`config.mk`:
```
export PLATFORM = sky130hd
export DESIGN_NAME = tx_test_pattern_gen
export DESIGN_NICKNAME = d
export VERILOG_FILES = /design/src/pkg/tx_test_pattern_pkg.sv /design/src/rtl/pattern_lfsr.sv /design/src/rtl/tx_test_pattern_gen.sv
export SDC_FILE = /design/constraint.sdc
export NUM_CORES = 1
export LEC_CHECK = 0
export ABC_AREA = 1
export BUFFER_PORTS_ARGS = -buffer_cell sky130_fd_sc_hd__buf_2
export CAP_MARGIN = 40
export CORE_MARGIN = 8
export CORE_UTILIZATION = 44
export DETAILED_ROUTE_END_ITERATION = 7
export SLEW_MARGIN = 20
export SYNTH_ARGS = -nofsm -noshare
export SYNTH_HDL_FRONTEND = slang
export SYNTH_SLANG_ARGS = --single-unit
```
`constraint.sdc`:
```
create_clock -name clk -period 1.1 [get_ports clk]
set_input_delay 0.22 -clock clk [delete_from_list [all_inputs] [get_ports clk]]
set_output_delay 0.22 -clock clk [all_outputs]
set_load 0.05 [all_outputs]
```
`src/pkg/tx_test_pattern_pkg.sv`:
```
package tx_test_pattern_pkg;

    // ****************************************************************
    // Timing
    // ****************************************************************
    localparam int CLK_PERIOD_PS   = 25000;
    localparam int SYMBOL_TIME_PS  = 15000;
    // Longest interval: round down, never below one cycle
    localparam int SYM_CYCLES_RAW  = SYMBOL_TIME_PS / CLK_PERIOD_PS;
    localparam int SYMBOL_CYCLES   = (SYM_CYCLES_RAW < 1) ? 1 : SYM_CYCLES_RAW;

    // ****************************************************************
    // Test mode selection codes on the mode pins
    // ****************************************************************
    localparam int          MODE_W       = 3;
    localparam logic [2:0]  TM_CODE_3    = 3'h3;
    localparam logic [2:0]  TM_CODE_4    = 3'h4;
    localparam logic [2:0]  TM_CODE_5    = 3'h5;
    localparam logic        TM3_SUPPORTED = 1'b1;

    // ****************************************************************
    // Ternary symbol codes (two bit, sign and magnitude style)
    // ****************************************************************
    localparam int          SYM_W    = 2;
    localparam logic [1:0]  SYM_ZERO = 2'h0;
    localparam logic [1:0]  SYM_POS  = 2'h1;
    localparam logic [1:0]  SYM_NEG  = 2'h3;

    // ****************************************************************
    // Pattern generator polynomials
    // ****************************************************************
    // Maximal length 2047: new bit = bit 11 steps back xor bit 9 steps back
    localparam int PN_LEN    = 11;
    localparam int PN_TAP_A  = 10;
    localparam int PN_TAP_B  = 8;
    // History taps of the pattern bit used for the high bit of the pair
    localparam int PN_HIST_A = 0;
    localparam int PN_HIST_B = 3;
    // Side-stream scrambler geometry, plain defaults
    localparam int SS_LEN    = 33;
    localparam int SS_TAP_A  = 32;
    localparam int SS_TAP_B  = 19;
    localparam int SS_HIST_A = 2;
    localparam int SS_HIST_B = 7;

    // ****************************************************************
    // Pattern state, Gray coded along normal, 3, 4, 5
    // ****************************************************************
    typedef enum logic [1:0] {
        ST_NORMAL = 2'h0,
        ST_TM3    = 2'h1,
        ST_TM4    = 2'h3,
        ST_TM5    = 2'h2
    } pattern_state_t;

endpackage : tx_test_pattern_pkg

```
`src/rtl/pattern_lfsr.sv`:
```
module pattern_lfsr
    import tx_test_pattern_pkg::*;
#(
    parameter int LEN   = 11,
    parameter int TAP_A = 10,
    parameter int TAP_B = 8
)(
    input  wire logic           clk,
    input  wire logic           arst_n,
    input  wire logic           load,
    input  wire logic           advance,
    output logic [LEN-1:0]      state,
    output logic                next_bit
);

    // ****************************************************************
    // State
    // ****************************************************************
    typedef struct packed {
        logic [LEN-1:0] shift;
    } lfsr_state_t;

    lfsr_state_t r_reg;
    lfsr_state_t r_next;

    // Bit 0 is the newest; the feedback reads older bits
    assign next_bit = r_reg.shift[TAP_A] ^ r_reg.shift[TAP_B];
    assign state    = r_reg.shift;

    // Load wins so a pattern always restarts from the all-ones seed
    always_comb
    begin
        r_next = r_reg;
        if (load)
        begin
            r_next.shift = '1;
        end
        else if (advance)
        begin
            r_next.shift = {r_reg.shift[LEN-2:0], next_bit};
        end
    end

    // Seed of all ones; all zero would lock the register
    always_ff @(posedge clk or negedge arst_n)
    begin
        if (!arst_n)
        begin
            r_reg <= '1;
        end
        else
        begin
            r_reg <= r_next;
        end
    end

endmodule : pattern_lfsr

```
`src/rtl/tx_test_pattern_gen.sv`:
```
// Contract
// - Alternating pattern optional; no jitter duty there
// - Alternating pattern sends plus one, minus one
// - Alternating symbols timed by slave symbol clock
// - Scrambler pattern emits one symbol per 15ns; here one per clk, 25ns at CLK_PERIOD_PS
// - Pair 00,01,10,11 maps 0,+1,0,-1
// - Spectral pattern sends random side-stream scrambled symbols
// - Symbol clock brought out for jitter measurement
// - Control enables the symbol clock output
// - Pattern from 2047 sequence, taps eleven, nine
// - Ternary codes drive three distinct line levels
module tx_test_pattern_gen
    import tx_test_pattern_pkg::*;
(
    input  wire logic               clk,
    input  wire logic               arst_n,
    input  wire logic [MODE_W-1:0]  test_mode,
    input  wire logic               tclk_enable,
    input  wire logic [SYM_W-1:0]   normal_sym,
    output logic [SYM_W-1:0]        tx_sym,
    output logic                    tx_level_pos,
    output logic                    tx_level_neg,
    output logic                    pattern_active,
    output logic                    symbol_rate_clock_out
);

    // ****************************************************************
    // State
    // ****************************************************************
    typedef struct packed {
        logic [MODE_W-1:0] mode_s1;
        logic [MODE_W-1:0] mode_s2;
        logic [MODE_W-1:0] mode_s3;
        logic              tclk_s1;
        logic              tclk_s2;
        pattern_state_t    state;
        logic              alt_phase;
        logic [SYM_W-1:0]  sym;
        logic              pos;
        logic              neg;
        logic              tclk_gate;
    } gen_state_t;

    gen_state_t r_reg;
    gen_state_t r_next;

    logic [PN_LEN-1:0]  pn_state;
    logic               pn_bit;
    logic [SS_LEN-1:0]  ss_state;
    logic               ss_bit;
    logic               pattern_bit_high;
    logic               pattern_bit_low;
    logic               ss_bit_high;

    // Pair mapping: low bit gates the symbol, high bit picks the sign
    function automatic logic [SYM_W-1:0] map_pair(input logic hi, input logic lo);
        logic [SYM_W-1:0] s;
        s = SYM_ZERO;
        if (lo)
        begin
            s = hi ? SYM_NEG : SYM_POS;
        end
        return s;
    endfunction : map_pair

    // ****************************************************************
    // Sequence sources
    // ****************************************************************
    // The 2047 pattern only runs in its own mode and reseeds otherwise
    pattern_lfsr #(
        .LEN   (PN_LEN),
        .TAP_A (PN_TAP_A),
        .TAP_B (PN_TAP_B)
    ) u_pn (
        .clk      (clk),
        .arst_n   (arst_n),
        .load     (r_reg.state != ST_TM4),
        .advance  (r_reg.state == ST_TM4),
        .state    (pn_state),
        .next_bit (pn_bit)
    );

    // Side-stream scrambler free runs like the normal path's scrambler
    pattern_lfsr #(
        .LEN   (SS_LEN),
        .TAP_A (SS_TAP_A),
        .TAP_B (SS_TAP_B)
    ) u_ss (
        .clk      (clk),
        .arst_n   (arst_n),
        .load     (1'b0),
        .advance  (1'b1),
        .state    (ss_state),
        .next_bit (ss_bit)
    );

    // Low bit is the newest pattern bit, high bit mixes two older ones
    assign pattern_bit_low  = pn_bit;
    assign pattern_bit_high = pn_state[PN_HIST_A] ^ pn_state[PN_HIST_B];
    assign ss_bit_high      = ss_state[SS_HIST_A] ^ ss_state[SS_HIST_B];

    // ****************************************************************
    // Next state
    // ****************************************************************
    // Mode and clock-enable pins are asynchronous, so two flops first.
    // Codes other than 3, 4 and 5 fall back to the normal path.
    always_comb
    begin
        r_next         = r_reg;
        r_next.mode_s1 = test_mode;
        r_next.mode_s2 = r_reg.mode_s1;
        r_next.mode_s3 = r_reg.mode_s2;
        r_next.tclk_s1 = tclk_enable;
        r_next.tclk_s2 = r_reg.tclk_s1;
        // Code bits may land a cycle apart; a code is taken only after it has
        // held for two samples, so a passing mix never starts a pattern.
        if (r_reg.mode_s2 == r_reg.mode_s3)
        begin
            case (r_reg.mode_s2)
                TM_CODE_3: r_next.state = TM3_SUPPORTED ? ST_TM3 : ST_NORMAL;
                TM_CODE_4: r_next.state = ST_TM4;
                TM_CODE_5: r_next.state = ST_TM5;
                default:   r_next.state = ST_NORMAL;
            endcase
        end
        // One symbol per clock: clk is the symbol clock, and in slave
        // timing it is the recovered clock, so the pattern follows it.
        case (r_reg.state)
            ST_TM3:
            begin
                r_next.sym       = r_reg.alt_phase ? SYM_NEG : SYM_POS;
                r_next.alt_phase = ~r_reg.alt_phase;
            end
            ST_TM4:
            begin
                r_next.sym       = map_pair(pattern_bit_high, pattern_bit_low);
                r_next.alt_phase = 1'b0;
            end
            ST_TM5:
            begin
                r_next.sym       = map_pair(ss_bit_high, ss_bit);
                r_next.alt_phase = 1'b0;
            end
            default:
            begin
                r_next.sym       = normal_sym;
                r_next.alt_phase = 1'b0;
            end
        endcase
        // Three line levels; an invalid code from the normal path drives zero
        r_next.pos       = (r_next.sym == SYM_POS);
        r_next.neg       = (r_next.sym == SYM_NEG);
        // Clock out on demand, and always while a pattern is on
        r_next.tclk_gate = r_reg.tclk_s2 || (r_reg.state != ST_NORMAL);
    end

    // ****************************************************************
    // Registers
    // ****************************************************************
    always_ff @(posedge clk or negedge arst_n)
    begin
        if (!arst_n)
        begin
            r_reg <= '0;
        end
        else
        begin
            r_reg <= r_next;
        end
    end

    // ****************************************************************
    // Outputs
    // ****************************************************************
    assign tx_sym         = r_reg.sym;
    assign tx_level_pos   = r_reg.pos;
    assign tx_level_neg   = r_reg.neg;
    assign pattern_active = (r_reg.state != ST_NORMAL);
    // Gate changes just after a rising edge, so the first high phase after
    // enabling may be short; measure after the clock has settled.
    assign symbol_rate_clock_out = clk & r_reg.tclk_gate;

    // ****************************************************************
    // Assertions
    // ****************************************************************
    property p_tm3_only_if_supported;
        @(posedge clk) disable iff (!arst_n)
        (r_reg.state == ST_TM3) |-> TM3_SUPPORTED;
    endproperty
    a_tm3_only_if_supported: assert property (p_tm3_only_if_supported)
        else $error("alternating pattern active although unsupported");

    property p_tm3_alternates;
        @(posedge clk) disable iff (!arst_n)
        (r_reg.state == ST_TM3) [*2] |=> (tx_sym != $past(tx_sym)) &&
            ((tx_sym == SYM_POS) || (tx_sym == SYM_NEG));
    endproperty
    a_tm3_alternates: assert property (p_tm3_alternates)
        else $error("alternating pattern did not alternate plus and minus");

    property p_tm3_starts_plus;
        @(posedge clk) disable iff (!arst_n)
        (r_reg.state == ST_TM3) && !$past(r_reg.state == ST_TM3) |=> tx_sym == SYM_POS;
    endproperty
    a_tm3_starts_plus: assert property (p_tm3_starts_plus)
        else $error("alternating pattern did not start with plus one");

    property p_tm4_steps_each_symbol;
        @(posedge clk) disable iff (!arst_n)
        (r_reg.state == ST_TM4) |=> pn_state == {$past(pn_state[PN_LEN-2:0]), $past(pn_bit)};
    endproperty
    a_tm4_steps_each_symbol: assert property (p_tm4_steps_each_symbol)
        else $error("pattern sequence did not step on a symbol");

    property p_tm4_zero_on_low;
        @(posedge clk) disable iff (!arst_n)
        (r_reg.state == ST_TM4) && !pattern_bit_low |=> tx_sym == SYM_ZERO;
    endproperty
    a_tm4_zero_on_low: assert property (p_tm4_zero_on_low)
        else $error("low bit clear but symbol not zero");

    property p_tm4_sign;
        @(posedge clk) disable iff (!arst_n)
        (r_reg.state == ST_TM4) && pattern_bit_low |=>
            tx_sym == ($past(pattern_bit_high) ? SYM_NEG : SYM_POS);
    endproperty
    a_tm4_sign: assert property (p_tm4_sign)
        else $error("pattern symbol sign wrong for high bit");

    property p_pn_nonzero;
        @(posedge clk) disable iff (!arst_n)
        (r_reg.state == ST_TM4) |-> (pn_state != '0) && (pn_bit == (pn_state[10] ^ pn_state[8]));
    endproperty
    a_pn_nonzero: assert property (p_pn_nonzero)
        else $error("pattern generator locked or wrong feedback");

    property p_tm5_legal;
        @(posedge clk) disable iff (!arst_n)
        (r_reg.state == ST_TM5) |=> (tx_sym == SYM_ZERO) == !$past(ss_bit);
    endproperty
    a_tm5_legal: assert property (p_tm5_legal)
        else $error("spectral pattern symbol does not follow scrambler");

    property p_levels;
        @(posedge clk) disable iff (!arst_n)
        !(tx_level_pos && tx_level_neg) && (tx_level_pos == (tx_sym == SYM_POS)) &&
            (tx_level_neg == (tx_sym == SYM_NEG));
    endproperty
    a_levels: assert property (p_levels)
        else $error("line levels do not match symbol");

    property p_normal_path;
        @(posedge clk) disable iff (!arst_n)
        (r_reg.state == ST_NORMAL) |=> tx_sym == $past(normal_sym);
    endproperty
    a_normal_path: assert property (p_normal_path)
        else $error("normal path not passed through");

    property p_mode_latency;
        @(posedge clk) disable iff (!arst_n)
        (test_mode == TM_CODE_4) [*5] |-> pattern_active;
    endproperty
    a_mode_latency: assert property (p_mode_latency)
        else $error("test mode not taken within four clocks");

    property p_tclk_enable;
        @(posedge clk) disable iff (!arst_n)
        tclk_enable [*4] |-> r_reg.tclk_gate;
    endproperty
    a_tclk_enable: assert property (p_tclk_enable)
        else $error("symbol clock output not enabled");

endmodule : tx_test_pattern_gen

```
== Word-level counts from Yosys, hierarchy flattened ==
Cells that the tools add are included.

* Bits in registers: 63
* Word-level logic and storage cells: 41
* Output and inout bits: 6
* Input bits: 8

* Reductions and logical operators: 3
* Bitwise gates (word level): 6
* Muxes and demuxes: 9
* Equal/unequal tests: 10

{| class="wikitable"
|+ Operators with widths
! operator !! number
|-
| 2-to-1 mux 11 bit || 2
|-
| 2-to-1 mux 2 bit || 5
|-
| one-hot mux 3 bit (3 select lines) || 1
|-
| == test 2 bit (second input constant) || 3
|-
| == test 3 bit (second input constant) || 2
|-
| one-hot mux 2 bit (3 select lines) || 1
|-
| == test 2 x 1 -> 1 bit (second input constant) || 2
|-
| nonzero test 2 bit || 2
|-
| XOR 1 bit || 4
|-
| == test 3 x 2 -> 1 bit (second input constant) || 1
|-
| == test 3 bit || 1
|-
| != test 2 bit (second input constant) || 1
|-
| bitwise AND 1 bit || 1
|-
| logical OR 1 bit || 1
|-
| inverter 1 bit || 1
|}

== Logic depth before layout (Yosys ltp) ==
Gate-level depths: netlist (run 1).

* Depth in word-level cells: 5
* Depth in mapped cells: 7
* Depth with buffers taken out: 7

== Modules after synthesis ==
A second synthesis (run 1) with hierarchy kept.

* Cell total of the unflattened synthesis: 278
* Area total of the unflattened synthesis: 2695.1 um^2

{| class="wikitable"
|+ Modules (own cells, without submodules)
! module !! instances !! area each (um^2) !! seq. area each (um^2) !! cells an instance
|-
| pattern_lfsr at u_ss || 1 || 1466.4 || 867.1 || 149
|-
| tx_test_pattern_gen || 1 || 744.5 || 475.5 || 77
|-
| pattern_lfsr at u_pn || 1 || 484.2 || 289.0 || 52
|}

==> results of run 1 <==
==> worst max-delay path: stages, from the launching register on <==
cell and delay (ns):
dfrtp_2 0.43, nor2_4 0.14, inv_4 0.05, buf_8 0.14
==> logic make-up after synthesis <==
family,Yosys count
AO/OA/AOI/OAI,6
XOR/XNOR,3
buffers and inverters,17
flip-flops,63
AND/OR/NAND/NOR,46
==> layout make-up <==
class | instances | area (µm²) | area share (%)
clock buffer | 17 | 201 | 7.55
clock inverter | 4 | 71.3 | 2.67
inverter | 14 | 57.6 | 2.16
multi-input combinational | 55 | 334 | 12.5
sequential | 63 | 1630 | 61.3
tap | 52 | 65.1 | 2.44
timing repair buffer | 34 | 304 | 11.4
==> how the worst max path moves through the flow <==
stage	from	end	cells past startpoint	slack [ns]
2_1_floorplan	r_reg[7]	tx_level_neg	5	-0.02
3_3_place_gp	u_ss.state[19]	tx_level_pos	7	0.008
3_5_place_dp	r_reg[6]	tx_level_pos	5	-0.03
4_1_cts	r_reg[6]	pattern_active	3	-0.34
5_1_grt	r_reg[7]	pattern_active	3	-0.37
6_report	r_reg[7]	pattern_active	3	-0.31
==> layer usage <==
metal	vias up	track usage [%]
li1	505	-
met1	550	10.9
met2	27	14.5
met3	8	8.01
met4	0	7.35
met5	-	0
==> synthesized netlist by cell type (2+ instances only) <==
library cell	number	area, µm²
inv_1	13	48.8
nor2_1	6	22.5
xnor2_1	3	26.3
nand2_1	21	78.8
buf_4	2	15.0
nand3_1	7	35.0
o21ai_0	3	15.0
dfrtp_1	19	475
inv_2	2	7.51
dfstp_2	44	1160
or2_2	7	43.8
==> report_power, final <==
group / internal (mW) / switching, mW / leakage (nW)
clock: 1.65 / 1.00 / 0.141
sequential: 2.46 / 0.0733 / 0.681
combinational: 0.378 / 0.540 / 0.348
total: 4.48 / 1.62 / 1.17
==> timing repair <==
| item | in CTS | in global routing |
|---|---|---|
| endpoints found under the hold margin | 35 | 0 |
| pin swaps | 7 | 4 |
| gates resized for setup | 27 | 6 |
| hold buffers | 6 | 0 |
| buffers inserted | 8 | 4 |
| endpoints found under the setup margin | 10 | 18 |
==> metrics by stage <==
step | cells | instance area (µm²) | setup TNS, ns | hold WS, ns
4_1_cts | 236 | 2620 | -1.05 | 0.0519
6_report | 239 | 2670 | -1.08 | 0.0846
5_1_grt | 239 | 2670 | -1.76 | 0.0761
3_3_place_gp | 203 | 2160 | 0 | 0.329
3_5_place_dp | 203 | 2160 | -0.0424 | 0.330
2_1_floorplan | 135 | 1980 | -0.0153 | -0.0756
==> run summary, run 1 <==
Residual DRC -> 0
fillers -> 335
drt total wl -> 3.11 mm
leakage power -> 1.17 nW
grt total ovfl -> 0
Hold EP -> tx_sym[1]
Core Box Area -> 4350 µm²
RSZ-0062 raised after global routing -> yes
Starting DRT DRC Count -> 39
Synth Cell Area -> 1980 µm²
post-DR wirelength/cell -> 13.0 µm
Seq/Total Area, Yosys -> 82.5%
max-slew violation count -> 0
Die Width -> 83.0 µm
via count -> 1090
Final Skew -> 0.00838 ns
GP Congestion -> 0.697
met3 WL -> 225 µm
CP Launch Type -> flip-flop
launching point of the worst reg2reg path -> r_reg[6]
Worst setup EP type -> primary output
fmax -> 0.707 GHz
failing checks -> setup timing
Synth Area in Adders -> 0%
Final #Nets -> 190
share of cells above drive strength 1 -> 62.6%
global-route wire length before repair -> 5.44 mm
Final Hold Vio Count -> 0
WL met2 -> 1.41 mm
worst reg2reg path endpoint -> tx_level_pos
XOR/XNOR Fraction of Synth Area -> 1.33%
worst-path fanout max -> 2
Top Metal Used -> met4
mux share of post-synthesis cell area -> 0%
Post-DP HPWL -> 1.76 mm
# Max-Cap Violations -> 0
total chip power -> 6.10 mW
post-synthesis register bit count -> 63
vias in the first global route -> 1168
die area -> 6890 µm²
most frequent cells in the layout -> dfstp_2 (44), nand2_1 (17), dfrtp_1 (17)
max reg flops -> 33
pre-CTS setup slack -> -0.0262 ns
GR Util All Layers -> 10.6%
drt first pass iters -> 3
distinct cell type count after synthesis -> 19
Slew HR -> 76.3%
status -> finished with violations
largest family of logic cells by synthesized area -> simple AND/OR/NAND/NOR gates
worst skew pair latency -> 0.44 ns
Clk pin slew, worst setup/hold paths -> 0.07 ns
Post-synth ARST share -> 100%
ant diodes -> 0
syn nets -> 143
FF-to-FF setup slack -> -0.06 ns
CTS tree -> yes
Layout area overhead -> 34.9%
Most used DFF post-synth -> dfstp_2
kind of critical path -> flip-flop to primary output
final core occ -> 61.3%
worst vdd ir -> 1.11 mV
Rows -> 24
Routed Antenna Nets -> 0
CP arrival -> 1.19 ns
WHS Path Cells -> 3
start point of the worst hold path -> normal_sym[1]
Initial Util -> 45.4%
Worst R2R Path Depth -> 6
largest net degree at the start of global routing -> 28
simple-gate area share of the yosys netlist -> 10.6%
worst slew pin tran -> 0.356 ns
Port Buffer Count -> 13
final worst path period share -> 129%
initial antenna violation count -> 0
Post-synth EDFFs -> 0
Syn Area/Cell -> 14.6 µm²
chip height -> 83.0 µm
Final setup viols -> 15
worst hold path type -> input port to flip-flop
met1 WL -> 1.39 mm
cells after synthesis -> 135
I/O pins -> 14
Power Density -> 2290 nW/µm²
vias per std cell -> 4.56
Synth Area in Compound Gates -> 1.90%
PnR worst setup slack -> -0.314 ns
Tmin final -> 1.41 ns
Worst Path Required -> 0.88 ns
commonest non-fill, non-tap cell in the layout -> dfstp_2
Synth warnings -> 0
(Power assumes the default switching activity.)
==> run 2: changes to the inputs <==
- SETUP_SLACK_MARGIN: unset -> 0.5
==> run summary, run 2 (synthesis results as in run 1) <==
status -> finished with violations (unchanged)
failing checks -> hold timing, setup timing (was setup timing)
CP arrival -> 1.19 ns (about the same)
Slew HR -> 79.3% (was 76.3%)
Power Density -> 2120 nW/µm² (was 2290 nW/µm²)
fmax -> 0.711 GHz (was 0.707 GHz)
max-slew violation count -> 0 (unchanged)
critical path startpoint -> r_reg[7] (unchanged)
Worst R2R Path Depth -> 7 (was 6)
leakage power -> 1.20 nW (was 1.17 nW)
kind of critical path -> flip-flop to primary output (unchanged)
drt first pass iters -> 4 (was 3)
grt total ovfl -> 0 (unchanged)
GR Util All Layers -> 10.4% (was 10.6%)
GP Congestion -> 0.728 (was 0.697)
CP Launch Type -> flip-flop (unchanged)
total chip power -> 5.80 mW (was 6.10 mW)
RSZ-0062 raised after global routing -> yes (unchanged)
Tmin final -> 1.41 ns (about the same)
Core Box Area -> 4350 µm² (unchanged)
Setup crit end -> pattern_active (unchanged)
Finished Layout Cells -> 241 (was 239)
ant diodes -> 0 (unchanged)
I/O pins -> 14 (unchanged)
Residual DRC -> 0 (unchanged)
worst hold path type -> input port to asynchronous set/reset pin (was input port to flip-flop)
fillers -> 330 (was 335)
post-DR wirelength/cell -> 13.0 µm (about the same)
Die Width -> 83.0 µm (unchanged)
placed cell count -> 204 (was 203)
vias per std cell -> 4.51 (was 4.56)
PnR worst setup slack -> -0.306 ns (was -0.314 ns)
Final Skew -> 0.00408 ns (was 0.00838 ns)
Starting DRT DRC Count -> 56 (was 39)
commonest non-fill, non-tap cell in the layout -> dfstp_2 (unchanged)
Clk pin slew, worst setup/hold paths -> 0.06 ns (was 0.07 ns)
worst vdd ir -> 1.33 mV (was 1.11 mV)
share of cells above drive strength 1 -> 72.0% (was 62.6%)
Worst setup EP type -> primary output (unchanged)
FF-to-FF setup slack -> -0.15 ns (was -0.06 ns)
Layout area overhead -> 38.3% (was 34.9%)
Final setup viols -> 14 (was 15)
worst-path fanout max -> 2 (unchanged)
global-route wire length before repair -> 5.26 mm (was 5.44 mm)
Final Hold Vio Count -> 19 (was 0)
fin area -> 2730 µm² (was 2670 µm²)
Port Buffer Count -> 13 (unchanged)
Hold Buf Count CTS -> 4 (was 6)
# Max-Cap Violations -> 0 (unchanged)
Routed Antenna Nets -> 0 (unchanged)
Min Hold Slack -> -0.214 ns (was 0.0846 ns)
largest net degree at the start of global routing -> 64 (was 28)
DP Area -> 2180 µm² (was 2160 µm²)
worst skew pair latency -> 0.43 ns (was 0.44 ns)
launching point of the worst reg2reg path -> r_reg[7] (was r_reg[6])
Initial Util -> 45.4% (unchanged)
max reg flops -> 33 (unchanged)
Rows -> 24 (unchanged)
via count -> 1087 (was 1090)
worst reg2reg path endpoint -> tx_level_neg (was tx_level_pos)
final worst path period share -> 128% (was 129%)
Worst Path Required -> 0.88 ns (about the same)
setup TNS -> -1.27 ns (was -1.08 ns)
worst slew pin tran -> 0.311 ns (was 0.356 ns)
die area -> 6890 µm² (unchanged)
chip height -> 83.0 µm (unchanged)
Post-DP HPWL -> 1.63 mm (was 1.76 mm)
initial antenna violation count -> 0 (unchanged)
most frequent cells in the layout -> dfstp_2 (44), buf_6 (16), dfrtp_1 (16) (was dfstp_2 (44), nand2_1 (17), dfrtp_1 (17))
drt total wl -> 3.14 mm (was 3.11 mm)
CTS tree -> yes (unchanged)
Final #Nets -> 192 (was 190)
vias in the first global route -> 1162 (was 1168)
run 2: power breakdown:
group	total [mW]	internal [mW]	switching [mW]
clock network	2.23	1.18	1.04
logic	1.03	0.442	0.589
registers	2.54	2.46	0.0819
run 2: repair_timing:
item	in CTS	in global routing
gates cloned	0	0
setup buffers	10	4
setup endpoints to repair	29	32
endpoints found under the hold margin	24	19
gates resized for setup	36	19
pin swaps	7	4
run 2: per-stage QoR:
stage                     worst slack, ns  util (%)
after floorplan                   -0.0143         -
after global placement            -0.0252      50.0
after detailed placement          -0.0708      50.0
after CTS                          -0.326      60.1
after global routing               -0.372      62.8
final                              -0.306      62.8
run 2: worst min-delay path by stage:
| stage | endpoint | slack (ns) |
|---|---|---|
| detailed placement | r_next[11] | 0.25 |
| global placement | r_next[15] | 0.24 |
| finish | r_next[11] | -0.21 |
| floorplan | r_next[10] | -0.08 |
| global route | r_next[15] | -0.21 |
| CTS | r_next[11] | -0.22 |
run 2: critical path, cell delays in order (launching register included):
cell and delay (ns):
dfrtp_2 0.43, nor2_4 0.14, inv_4 0.05, buf_8 0.14
run 2: final cells by class:
| class | instances | area (µm²) | area share (%) |
|---|---|---|---|
| Clock buffer | 15 | 194 | 7.09 |
| Clock inverter | 6 | 37.5 | 1.37 |
| Inverter | 14 | 55.1 | 2.01 |
| Multi-Input combinational cell | 55 | 408 | 14.9 |
| Sequential cell | 63 | 1640 | 59.8 |
| Tap cell | 52 | 65.1 | 2.38 |
| Timing Repair Buffer | 36 | 339 | 12.4 |
run 2: layer usage:
metal | vias to the layer above | GRT usage, % | part of all wire, %
met5 | - | 0 | 0
met4 | 0 | 7.83 | 2.1
met3 | 8 | 8.01 | 6.8
met2 | 26 | 13.4 | 46
met1 | 546 | 11.1 | 45
li1 | 507 | - | -
==> run 3: changes to the inputs <==
- CORE_ASPECT_RATIO: unset -> 0.75
==> run summary, run 3 (synthesis results as in run 1) <==
global-route wire length before repair -> 4.97 mm (was 5.26 mm)
initial antenna violation count -> 0 (unchanged)
Final Skew -> 0.00536 ns (was 0.00408 ns)
vias in the first global route -> 1081 (was 1162)
placed cell count -> 212 (was 204)
via count -> 1084 (was 1087)
Routed Antenna Nets -> 0 (unchanged)
worst reg2reg path endpoint -> u_pn.state[5] (was tx_level_neg)
PnR worst setup slack -> -0.291 ns (was -0.306 ns)
Power Density -> 2280 nW/µm² (was 2120 nW/µm²)
I/O pins -> 14 (unchanged)
RSZ-0062 raised after global routing -> yes (unchanged)
final worst path period share -> 126% (was 128%)
Port Buffer Count -> 13 (unchanged)
most frequent cells in the layout -> dfstp_2 (44), nand2_1 (17), dfrtp_1 (16) (was dfstp_2 (44), buf_6 (16), dfrtp_1 (16))
status -> finished with violations (unchanged)
Post-DP HPWL -> 1.68 mm (was 1.63 mm)
Residual DRC -> 0 (unchanged)
drt total wl -> 3.06 mm (was 3.14 mm)
commonest non-fill, non-tap cell in the layout -> dfstp_2 (unchanged)
die area -> 6920 µm² (was 6890 µm²)
GR Util All Layers -> 10.3% (was 10.4%)
Slew HR -> 79.5% (was 79.3%)
worst-path fanout max -> 2 (unchanged)
Hold Buf Count CTS -> 4 (unchanged)
worst slew pin tran -> 0.307 ns (was 0.311 ns)
post-DR wirelength/cell -> 12.6 µm (was 13.0 µm)
Worst Path Required -> 0.88 ns (about the same)
Min Hold Slack -> -0.218 ns (was -0.214 ns)
Clk pin slew, worst setup/hold paths -> 0.06 ns (about the same)
Worst R2R Path Depth -> 6 (was 7)
Layout area overhead -> 37.9% (was 38.3%)
worst-path cell chain -> nor2_4 -> inv_4 -> buf_8 (unchanged)
Final #Nets -> 189 (was 192)
FF-to-FF setup slack -> -0.18 ns (was -0.15 ns)
worst hold path type -> input port to asynchronous set/reset pin (unchanged)
Final setup viols -> 18 (was 14)
grt total ovfl -> 0 (unchanged)
leakage power -> 1.20 nW (about the same)
failing checks -> hold timing, setup timing (unchanged)
worst skew pair latency -> 0.43 ns (about the same)
share of cells above drive strength 1 -> 68.3% (was 72.0%)
ant diodes -> 0 (unchanged)
Tmin final -> 1.39 ns (was 1.41 ns)
GP Congestion -> 0.722 (was 0.728)
Core Box Area -> 4390 µm² (was 4350 µm²)
kind of critical path -> flip-flop to primary output (unchanged)
Starting DRT DRC Count -> 36 (was 56)
slowest CP cell -> dfrtp_2 (unchanged)
Final Hold Vio Count -> 19 (unchanged)
largest net degree at the start of global routing -> 64 (unchanged)
Finished Layout Cells -> 243 (was 241)
Die Width -> 93.4 µm (was 83.0 µm)
CTS tree -> yes (unchanged)
drt first pass iters -> 4 (unchanged)
Max stage delay on crit path -> 0.42 ns (was 0.43 ns)
Initial Util -> 45.1% (was 45.4%)
Worst setup EP type -> primary output (unchanged)
launching point of the worst reg2reg path -> r_reg[6] (was r_reg[7])
chip height -> 74.1 µm (was 83.0 µm)
vias per std cell -> 4.46 (was 4.51)
CP Launch Type -> flip-flop (unchanged)
worst vdd ir -> 1.44 mV (was 1.33 mV)
Rows -> 21 (was 24)
max-slew violation count -> 0 (unchanged)
# Max-Cap Violations -> 0 (unchanged)
fmax -> 0.719 GHz (was 0.711 GHz)
CP arrival -> 1.17 ns (was 1.19 ns)
max reg flops -> 33 (unchanged)
[run 3: cell count changes in the layout (fill, tap and decap cells not counted), moves of 2 or more]
| cell | delta |
|---|---|
| nand2_2 | -7 |
| buf_6 | -4 |
| nand2_1 | +8 |
| clkinvlp_4 | -2 |
| xnor2_2 | -2 |
| bufinv_16 | +2 |
| xnor2_1 | +2 |
| inv_4 | +2 |
[run 3: how the worst max path moves through the flow]
| stage | cells after the start | endpoint | startpoint |
|---|---|---|---|
| 2_1_floorplan | 5 | tx_level_neg | r_reg[7] |
| 3_5_place_dp | 7 | tx_level_neg | u_ss.state[19] |
| 6_report | 3 | pattern_active | r_reg[7] |
| 3_3_place_gp | 7 | tx_level_neg | u_ss.state[19] |
| 5_1_grt | 3 | pattern_active | r_reg[7] |
| 4_1_cts | 3 | pattern_active | r_reg[6] |
[run 3: final cells by class]
type | count | area [µm²]
multi-input combinational | 55 | 373
fill | 309 | 1660
sequential | 63 | 1640
clock buffer | 14 | 190
inverter | 14 | 60.1
timing repair buffer | 33 | 309
tap | 57 | 71.3
clock inverter | 7 | 87.6
[run 3: through the flow]
stage                     power [mW]  worst slack [ns]  instance area, µm²  util, %  setup TNS, ns
after floorplan                 3.19           -0.0143                2010        -        -0.0143
after global placement          3.37           -0.0205                2200     50.2        -0.0549
after detailed placement        3.38           -0.0368                2200     50.2        -0.0978
after CTS                       6.16            -0.335                2630     60.0          -1.11
after global routing            6.50            -0.326                2730     62.1          -3.01
final                           6.22            -0.291                2730     62.1          -2.31
[run 3: report_power, final]
group | internal (mW) | switching [mW] | total [mW]
Combinational | 0.423 | 0.591 | 1.01
Sequential | 2.46 | 0.0746 | 2.53
Clock | 1.64 | 1.04 | 2.67
[run 3: timing repair]
action,CTS,global route
gates resized for setup,28,20
pin swaps,5,8
endpoints found under the hold margin,23,19
setup endpoints to repair,30,31
setup buffers,5,3
[run 3: routing by layer]
metal	vias up	wire length, µm	track usage [%]
li1	504	-	-
met2	20	1340	12.8
met1	546	1420	11.2
met4	0	98	10.5
met5	-	0	0
met3	14	208	7.06
[run 3: critical path, delay by kind of cell (launching register included)]
family | cells | cell delay (ns)
buffers and inverters | 2 | 0.18
DFF | 1 | 0.42
and+or+nand+nor | 1 | 0.13
